===== config.mk =====
export PLATFORM = sky130hd
export DESIGN_NAME = mmn_exec
export DESIGN_NICKNAME = d
export VERILOG_FILES = /design/src/mmn_exec.v
export VERILOG_INCLUDE_DIRS = /design/src
export SDC_FILE = /design/constraint.sdc
export NUM_CORES = 1
export LEC_CHECK = 0
export BUFFER_PORTS_ARGS = -buffer_cell sky130_fd_sc_hd__buf_2
export CAP_MARGIN = 20
export CORE_ASPECT_RATIO = 1.1
export CORE_MARGIN = 2
export CORE_UTILIZATION = 50
export DETAILED_ROUTE_END_ITERATION = 7
export HOLD_SLACK_MARGIN = 0.12
export PLACE_DENSITY = 0.75
export SLEW_MARGIN = 20
export SYNTH_ARGS = -nofsm -noshare
export SYNTH_HDL_FRONTEND = slang
export SYNTH_SLANG_ARGS = --single-unit

===== constraint.sdc =====
create_clock -name i_sys_clk -period 5.95 [get_ports i_sys_clk]
set_input_delay 0.2975 -clock i_sys_clk [delete_from_list [all_inputs] [get_ports i_sys_clk]]
set_output_delay 0.2975 -clock i_sys_clk [all_outputs]
set_load 0.01 [all_outputs]

===== src/mmn_regs.vh =====
// constants for the move, multiply and negate execute block
// assumes one 250 MHz core clock and four phases per instruction cycle
// Notes on behaviour
// RULE_01: copy file register to working register if d=0, back to file if d=1.
// RULE_02: access bit 0 uses access bank; 1 uses bank select register.
// RULE_03: 8-bit file operand is an offset inside a 256-byte bank.
// RULE_04: reg-to-reg move: word 1100 with 12-bit source, word 1111 with destination.
// RULE_05: reg-to-reg move takes two cycles; no dummy read; write in fourth phase.
// RULE_06: working register may be source or destination; flags untouched.
// RULE_07: software never targets program counter low or stack top bytes.
// RULE_08: opcode 0000 0001 loads literal into bank select register; flags untouched.
// RULE_09: opcode 0000 1110 loads literal into working register; flags untouched.
// RULE_10: opcode 0110 111a stores working register into file register.
// RULE_11: opcode 0000 1101 multiplies working register by literal into product pair.
// RULE_12: multiplies never change status flags, even on zero product.
// RULE_13: opcode 0000 001a multiplies working register by file register.
// RULE_14: negate file register in two's complement; update all five status flags.
// RULE_15: file copy sets zero and negative flags from the moved byte.
// RULE_16: single-cycle ops decode, read, process, write in phases one to four.
`ifndef MMN_REGS_VH
`define MMN_REGS_VH

// opcode fields
`define MMN_OP_COPY_FILE  6'h14
`define MMN_OP_COPY_REG1  4'hC
`define MMN_OP_COPY_REG2  4'hF
`define MMN_OP_LOAD_BANK  8'h01
`define MMN_OP_LOAD_WORK  8'h0E
`define MMN_OP_MUL_LIT    8'h0D
`define MMN_OP_MUL_FILE   7'h01
`define MMN_OP_STORE_WORK 7'h37
`define MMN_OP_NEGATE     7'h36

// data space map
`define MMN_WORK_ADDR     12'hFE8
`define MMN_ACC_SPLIT     8'h80
`define MMN_ACC_HI_BANK   4'hF
`define MMN_ACC_LO_BANK   4'h0

// status bit positions
`define MMN_ST_C   0
`define MMN_ST_HC  1
`define MMN_ST_Z   2
`define MMN_ST_SW  3
`define MMN_ST_N   4

// register offsets
`define MMN_REG_WORK   8'h00
`define MMN_REG_BANK   8'h04
`define MMN_REG_PRD_LO 8'h08
`define MMN_REG_PRD_HI 8'h0C
`define MMN_REG_STATUS 8'h10
`define MMN_REG_CTRL   8'h14
`define MMN_REG_STATE  8'h18

`endif


===== src/mmn_exec.v =====
// move, multiply and negate group: decode and execute
// assumes instruction words and memory read data are synchronous
`timescale 1ns/1ps
`include "mmn_regs.vh"

module mmn_exec (
    // clock and reset
    input  wire        i_sys_clk,
    input  wire        i_reset,
    // register port
    input  wire [7:0]  i_reg_addr,
    input  wire [31:0] i_reg_wdata,
    input  wire        i_reg_wr,
    input  wire        i_reg_rd,
    output wire [31:0] o_reg_rdata,
    // instruction stream
    input  wire [15:0] i_instr,
    output wire [3:0]  o_phase,
    // data memory
    output wire [11:0] o_mem_addr,
    output wire        o_mem_rd,
    output wire        o_mem_wr,
    output wire [7:0]  o_mem_wdata,
    input  wire [7:0]  i_mem_rdata
);

    // phase codes
    localparam [3:0] PH_DEC  = 4'h1;
    localparam [3:0] PH_READ = 4'h2;
    localparam [3:0] PH_PROC = 4'h4;
    localparam [3:0] PH_WRITE = 4'h8;

    // instruction kinds
    localparam [8:0] K_NONE  = 9'h000;
    localparam [8:0] K_COPYF = 9'h001;
    localparam [8:0] K_MVF1  = 9'h002;
    localparam [8:0] K_MVF2  = 9'h004;
    localparam [8:0] K_LDB   = 9'h008;
    localparam [8:0] K_LDW   = 9'h010;
    localparam [8:0] K_STW   = 9'h020;
    localparam [8:0] K_MULL  = 9'h040;
    localparam [8:0] K_MULF  = 9'h080;
    localparam [8:0] K_NEG   = 9'h100;

    reg  [3:0]  ph_r;
    reg  [8:0]  kind_r;
    reg  [8:0]  kind_nxt;
    reg  [7:0]  work_r;
    reg  [7:0]  bank_r;
    reg  [7:0]  prod_lo_r;
    reg  [7:0]  prod_hi_r;
    reg  [4:0]  status_r;
    reg         run_r;
    reg         pend_r;
    reg  [7:0]  lit_r;
    reg         dest_r;
    reg         is_work_r;
    reg  [7:0]  opnd_r;
    reg  [7:0]  move_r;
    reg  [11:0] addr_r;
    reg  [11:0] addr_nxt;
    reg         need_rd;
    reg         rd_r;
    reg         wr_r;
    reg  [7:0]  wdata_r;
    reg  [31:0] rdata_r;
    reg  [31:0] rdata_nxt;
    reg  [11:0] bank_addr;

    wire        adv;
    wire [7:0]  op_val;
    wire [7:0]  neg_now;
    wire [7:0]  neg_q;
    wire [15:0] prod_lit;
    wire [15:0] prod_file;
    wire [4:0]  neg_flags;

    assign o_phase     = ph_r;
    assign o_mem_addr  = addr_r;
    assign o_mem_rd    = rd_r;
    assign o_mem_wr    = wr_r;
    assign o_mem_wdata = wdata_r;
    assign o_reg_rdata = rdata_r;

    // hold in decode phase while stopped
    assign adv = ~(ph_r[0] & ~run_r);

    // operand source: working register or memory
    // RULE_06: working register source
    assign op_val = is_work_r ? work_r : i_mem_rdata;

    // RULE_14: inverted plus one
    assign neg_now = ~op_val + 8'h01;
    assign neg_q   = ~opnd_r + 8'h01;

    // RULE_11: unsigned literal product
    assign prod_lit  = {8'h00, work_r} * {8'h00, lit_r};
    // RULE_13: unsigned file product
    assign prod_file = {8'h00, work_r} * {8'h00, opnd_r};

    // RULE_14: negate flags
    assign neg_flags[`MMN_ST_C]  = (opnd_r == 8'h00);
    assign neg_flags[`MMN_ST_HC] = (opnd_r[3:0] == 4'h0);
    assign neg_flags[`MMN_ST_Z]  = (neg_q == 8'h00);
    assign neg_flags[`MMN_ST_SW] = (opnd_r == 8'h80);
    assign neg_flags[`MMN_ST_N]  = neg_q[7];

    // banked address of the file operand
    always @* begin
        // RULE_02: access bank or bank select
        if (i_instr[8]) begin
            // RULE_03: offset in 256-byte bank
            bank_addr = {bank_r[3:0], i_instr[7:0]};
        end else if (i_instr[7:0] < `MMN_ACC_SPLIT) begin
            bank_addr = {`MMN_ACC_LO_BANK, i_instr[7:0]};
        end else begin
            bank_addr = {`MMN_ACC_HI_BANK, i_instr[7:0]};
        end
    end

    // instruction decode
    always @* begin
        kind_nxt = K_NONE;
        addr_nxt = bank_addr;
        need_rd  = 1'b0;
        // RULE_04: two-word move decode
        if (pend_r && i_instr[15:12] == `MMN_OP_COPY_REG2) begin
            kind_nxt = K_MVF2;
            addr_nxt = i_instr[11:0];
        end else if (i_instr[15:12] == `MMN_OP_COPY_REG1) begin
            kind_nxt = K_MVF1;
            addr_nxt = i_instr[11:0];
            need_rd  = 1'b1;
        end else if (i_instr[15:10] == `MMN_OP_COPY_FILE) begin
            kind_nxt = K_COPYF;
            need_rd  = 1'b1;
        end else if (i_instr[15:8] == `MMN_OP_LOAD_BANK) begin
            // RULE_08: bank literal
            kind_nxt = K_LDB;
        end else if (i_instr[15:8] == `MMN_OP_LOAD_WORK) begin
            // RULE_09: work literal
            kind_nxt = K_LDW;
        end else if (i_instr[15:8] == `MMN_OP_MUL_LIT) begin
            kind_nxt = K_MULL;
        end else if (i_instr[15:9] == `MMN_OP_MUL_FILE) begin
            kind_nxt = K_MULF;
            need_rd  = 1'b1;
        end else if (i_instr[15:9] == `MMN_OP_STORE_WORK) begin
            // RULE_10: store working register
            kind_nxt = K_STW;
        end else if (i_instr[15:9] == `MMN_OP_NEGATE) begin
            // RULE_14: negate decode
            kind_nxt = K_NEG;
            need_rd  = 1'b1;
        end
    end

    // register port read mux
    always @* begin
        rdata_nxt = 32'h0000_0000;
        if (i_reg_rd) begin
            case (i_reg_addr)
                `MMN_REG_WORK:   rdata_nxt[7:0] = work_r;
                `MMN_REG_BANK:   rdata_nxt[7:0] = bank_r;
                `MMN_REG_PRD_LO: rdata_nxt[7:0] = prod_lo_r;
                `MMN_REG_PRD_HI: rdata_nxt[7:0] = prod_hi_r;
                `MMN_REG_STATUS: rdata_nxt[4:0] = status_r;
                `MMN_REG_CTRL:   rdata_nxt[0]   = run_r;
                `MMN_REG_STATE:  rdata_nxt[7:0] = {ph_r, 3'h0, pend_r};
                default:         rdata_nxt = 32'h0000_0000;
            endcase
        end
    end

    // phase sequencer, execute and register port
    always @(posedge i_sys_clk) begin
        if (i_reset) begin
            ph_r      <= PH_DEC;
            kind_r    <= K_NONE;
            work_r    <= 8'h00;
            bank_r    <= 8'h00;
            prod_lo_r <= 8'h00;
            prod_hi_r <= 8'h00;
            status_r  <= 5'h00;
            run_r     <= 1'b0;
            pend_r    <= 1'b0;
            lit_r     <= 8'h00;
            dest_r    <= 1'b0;
            is_work_r <= 1'b0;
            opnd_r    <= 8'h00;
            move_r    <= 8'h00;
            addr_r    <= 12'h000;
            rd_r      <= 1'b0;
            wr_r      <= 1'b0;
            wdata_r   <= 8'h00;
            rdata_r   <= 32'h0000_0000;
        end else begin
            rd_r    <= 1'b0;
            wr_r    <= 1'b0;
            rdata_r <= rdata_nxt;
            // software writes; execute writes below win
            if (i_reg_wr) begin
                case (i_reg_addr)
                    `MMN_REG_WORK:   work_r   <= i_reg_wdata[7:0];
                    `MMN_REG_BANK:   bank_r   <= i_reg_wdata[7:0];
                    `MMN_REG_STATUS: status_r <= i_reg_wdata[4:0];
                    `MMN_REG_CTRL:   run_r    <= i_reg_wdata[0];
                    default:         run_r    <= run_r;
                endcase
            end
            if (adv) begin
                ph_r <= {ph_r[2:0], ph_r[3]};
            end
            // RULE_16: four-phase cycle
            case (ph_r)
                PH_DEC: begin
                    if (run_r) begin
                        kind_r    <= kind_nxt;
                        addr_r    <= addr_nxt;
                        lit_r     <= i_instr[7:0];
                        dest_r    <= i_instr[9];
                        is_work_r <= (addr_nxt == `MMN_WORK_ADDR);
                        pend_r    <= (kind_nxt == K_MVF1);
                        // RULE_05: no dummy read on second word
                        rd_r      <= need_rd && (addr_nxt != `MMN_WORK_ADDR);
                    end
                end
                PH_READ: begin
                    kind_r <= kind_r;
                end
                PH_PROC: begin
                    opnd_r <= op_val;
                    case (kind_r)
                        K_COPYF: begin
                            // RULE_01: write back when d is 1
                            wr_r    <= dest_r && !is_work_r;
                            wdata_r <= op_val;
                        end
                        K_MVF1: begin
                            // RULE_05: source read in first cycle
                            move_r <= op_val;
                        end
                        K_MVF2: begin
                            // RULE_05: destination written last phase
                            wr_r    <= !is_work_r;
                            wdata_r <= move_r;
                        end
                        K_STW: begin
                            wr_r    <= !is_work_r;
                            wdata_r <= work_r;
                        end
                        K_NEG: begin
                            // RULE_14: result back to file
                            wr_r    <= !is_work_r;
                            wdata_r <= neg_now;
                        end
                        default: wr_r <= 1'b0;
                    endcase
                end
                PH_WRITE: begin
                    case (kind_r)
                        K_COPYF: begin
                            // RULE_01: copy to working register
                            if (!dest_r || is_work_r) begin
                                work_r <= opnd_r;
                            end
                            // RULE_15: zero and negative flags
                            status_r[`MMN_ST_Z] <= (opnd_r == 8'h00);
                            status_r[`MMN_ST_N] <= opnd_r[7];
                        end
                        K_MVF2: begin
                            // RULE_06: working register destination
                            if (is_work_r) begin
                                work_r <= move_r;
                            end
                        end
                        K_LDB: begin
                            // RULE_08: load bank select
                            bank_r <= lit_r;
                        end
                        K_LDW: begin
                            // RULE_09: load working register
                            work_r <= lit_r;
                        end
                        K_MULL: begin
                            // RULE_12: flags left alone
                            prod_hi_r <= prod_lit[15:8];
                            prod_lo_r <= prod_lit[7:0];
                        end
                        K_MULF: begin
                            // RULE_13: product pair update
                            prod_hi_r <= prod_file[15:8];
                            prod_lo_r <= prod_file[7:0];
                        end
                        K_NEG: begin
                            if (is_work_r) begin
                                work_r <= neg_q;
                            end
                            // RULE_14: five flags updated
                            status_r <= neg_flags;
                        end
                        default: kind_r <= kind_r;
                    endcase
                end
                default: ph_r <= PH_DEC;
            endcase
        end
    end

endmodule // mmn_exec


==> run_results.csv <==
group,metric,value,unit
logic_synthesis,ys_seq_area_share,20.3,%
clock_network,clock_sinks,100,
drt,viasPerCell,5.86,
setup_path,cp.arrival,5.20,ns
global_route,grt_max_degree,45,
logic_synthesis,yosysUniqueCellTypes,77,
logic_synthesis,async_flop_share,0,%
clock_network,clkLatencyLatePin,0.36,ns
logic_synthesis,avgSynthCellArea,8.28,um^2
logic_synthesis,synth_edf_count,0,
drt,wl_per_cell,18.5,um
clock_network,cts-root-buf,"clkbuf_16",
clock_network,clk_pin_slew,0.07,ns
timing,grt_setup_unrepaired,"no",
drt,wirelength,27.4,mm
global_route,antenna_found_initial,1,
placed_design,routabilityCongestion,0.902,
timing,layout_setup_ws,1.05,ns
clock_network,ctsHoldBuffers,0,
logic_synthesis,synthCells,1193,
power,p_leak,4.91,nW
logic_synthesis,synth_flop_cell,"dfxtp_1",
finish,syn2layout_area_growth,7.13,%
floorplan,chipWidth,138,um
job,maxCapViolCount,0,
clock_network,cts_tree,"yes",
timing,finClkSkew,0.00994,ns
finish,drive_gt1_share,11.5,%
logic_synthesis,synth-simple-area-share,24.5,%
timing,holdWs,0.189,ns
logic_synthesis,synth_xor_area_share,1.95,%
setup_path,startpoint_type,"flop",
timing,hold_violations,0,
logic_synthesis,syn-cell-area,9880,um^2
finish,multiInputGateArea,7060,um^2
drt,remaining_drc_errors,0,
timing,report.final.setup_viol,0,
clock_network,post_cts_resized,0,
floorplan,core,19200,um^2
finish,finalNetCount,1442,
logic_synthesis,synth_top_cell_area_share,20.3,%
timing,fmax,204,MHz
logic_synthesis,synth-seq-cells,100,
logic_synthesis,synth_top_family_by_area,"simple AND/OR/NAND/NOR gates",
finish,layout.cells.most_common,"nand2_1",
timing,timing.final.crit_period,4.90,ns
drt,postRouteAntennaNets,0,
setup_path,required,6.25,ns
setup_path,cp_max_fo,11,
floorplan,rows,53,
timing,tns,0,ns
logic_synthesis,yosysTopAreaCell,"dfxtp_1",
floorplan,io_pins,126,
logic_synthesis,ys_warn_count,0,
clock_network,post_cts_buffers,0,
clock_network,ctsLongestPathBuffers,2,
global_route,overflow,0,
setup_path,slowest_stage,"dfxtp_1",
clock_network,cts-htree-levels,3,
finish,fillers,1787,
global_route,grt_use_total,26.2,%
clock_network,cts_buffers,9,
logic_synthesis,synthTopCellsByArea,"dfxtp_1 (20%), fa_1 (15%), ha_1 (9.5%)",
global_route,grt_pass1_vias,8065,
setup_path,crit_path_frequent_cell,"inv_1",
placed_design,place_hpwl,20.5,mm
timing,period_share,82.4,%
finish,layout.cells.non_filler,1480,
placed_design,dp.cells,1463,
power,ir_drop,0.163,mV
power,p_total,0.00131,W
floorplan,die_h,151,um
floorplan,die-area,20900,um^2
logic_synthesis,synthMuxAreaShare,5.52,%
timing,worst_pin_slew,1.07,ns
timing,slew_headroom,28.6,%
logic_synthesis,synth_compound_area_share,14.5,%
timing,slew_violations,0,
logic_synthesis,synthAdderAreaFrac,24.1,%
finish,seq_area,2000,um^2
global_route,grt_pass1_wl,43.4,mm
drt,drt_iter0_markers,1155,
floorplan,start_util,51.4,%
setup_path,max_stage_delay,0.77,ns
power,power.density,124,nW/um^2
worst_hold_path,min_path_type,"in2reg",
placed_design,place_ws,1.12,ns
run_status,status,"complete, no violations",
drt,dr.pass1.iters,7,
setup_path,path_cells,"buf_4, and2_1, ha_1, inv_1, fa_1, inv_1, fa_1, inv_1, fa_1, inv_1, ha_1, o21a_1, a21o_1, a31oi_1, mux2_1, nor4_1, o311a_1",
setup_path,endpoint_kind,"flop",
drt,vias,8677,
finish,mostFrequentLayoutCells,"nand2_1 (118), nor2_1 (109), inv_1 (105)",
setup_path,crit_type,"reg2reg",
placed_design,port_buffers,77,
kinds of logic (layout without fill, tap and decap cells):
group,count (synthesis),in the layout
and+or+nand+nor,461,461
DFF,100,100
other,1,25
adders and majority gates,147,147
xor gates and xnor gates,22,22
muxes,45,45
buffers and inverters,203,219
AOI/OAI and AO/OA,214,214
through the flow:
| step | instance area, um^2 | util [%] |
|---|---|---|
| 2_1_floorplan | 9970 | - |
| 3_3_place_gp | 10300 | 53.6 |
| 3_5_place_dp | 10300 | 53.6 |
| 4_1_cts | 10600 | 55.0 |
| 5_1_grt | 10600 | 55.0 |
| 6_report | 10600 | 55.0 |
final timing paths:
check / start / end / slack (ns) / cells past startpoint
worst max-delay path: work_r[1] / prod_hi_r[4] / 1.05 / 17
worst min register to register: o_mem_addr[8] / o_mem_addr[8] / 0.46 / 2
worst min-delay path: i_instr[1] / lit_r[1] / 0.19 / 3
worst max register to register: work_r[1] / prod_hi_r[4] / 1.05 / 17
Yosys cell counts, drive strengths merged, types with 28 or more instances:
| library cell | n |
|---|---|
| nand2 | 118 |
| nor2 | 111 |
| inv | 105 |
| dfxtp | 100 |
| and2 | 97 |
| ha | 75 |
| fa | 72 |
| a21oi | 67 |
| clkbuf | 64 |
| buf | 34 |
| mux2i | 32 |
| a211oi | 31 |
| o21ai | 28 |
critical path: cells and delay by family (launching register included):
family / cells / cell delay [ns]
AND/OR/NAND/NOR: 2 / 0.43
adder cells (fa/ha/maj): 5 / 1.98
multiplexers: 1 / 0.34
flip-flops: 1 / 0.77
buffers and inverters: 5 / 0.51
AO/OA/AOI/OAI: 4 / 0.81
state kept, by name, indices dropped and copies added, names as in the netlist, 4 cells and up:
register	count
move_r	8
prod_lo_r	8
work_r	8
status_r	5
o_reg_rdata	8
o_mem_wdata	8
o_mem_addr	5
o_phase	4
bank_r	8
opnd_r	8
kind_r	9
lit_r	7
prod_hi_r	8
cell type report:
cell class,count,share of cell area [%]
tap,247,2.92
antenna,1,0.0236
timing repair buffer,98,5.13
clock buffer,10,2.16
sequential,100,18.9
inverter,105,3.72
multi-input combinational,913,66.7
clock inverter,6,0.449
layer usage:
layer	part of all wire [%]	global-route usage, %	vias to the layer above
li1	-	-	4092
met1	42	36.1	4093
met2	45	41.0	429
met3	11	6.51	63
met4	2.5	8.16	0
met5	0	0	-
report_power, final:
| part | internal [W] | switching [W] | total [W] |
|---|---|---|---|
| clock | 0.000288 | 0.000281 | 0.000569 |
| combinational | 0.0000250 | 0.0000517 | 0.0000768 |
| sequential | 0.000669 | 0.000000513 | 0.000669 |
| total | 0.000982 | 0.000333 | 0.00131 |
Power figures use the tool's default switching activity.
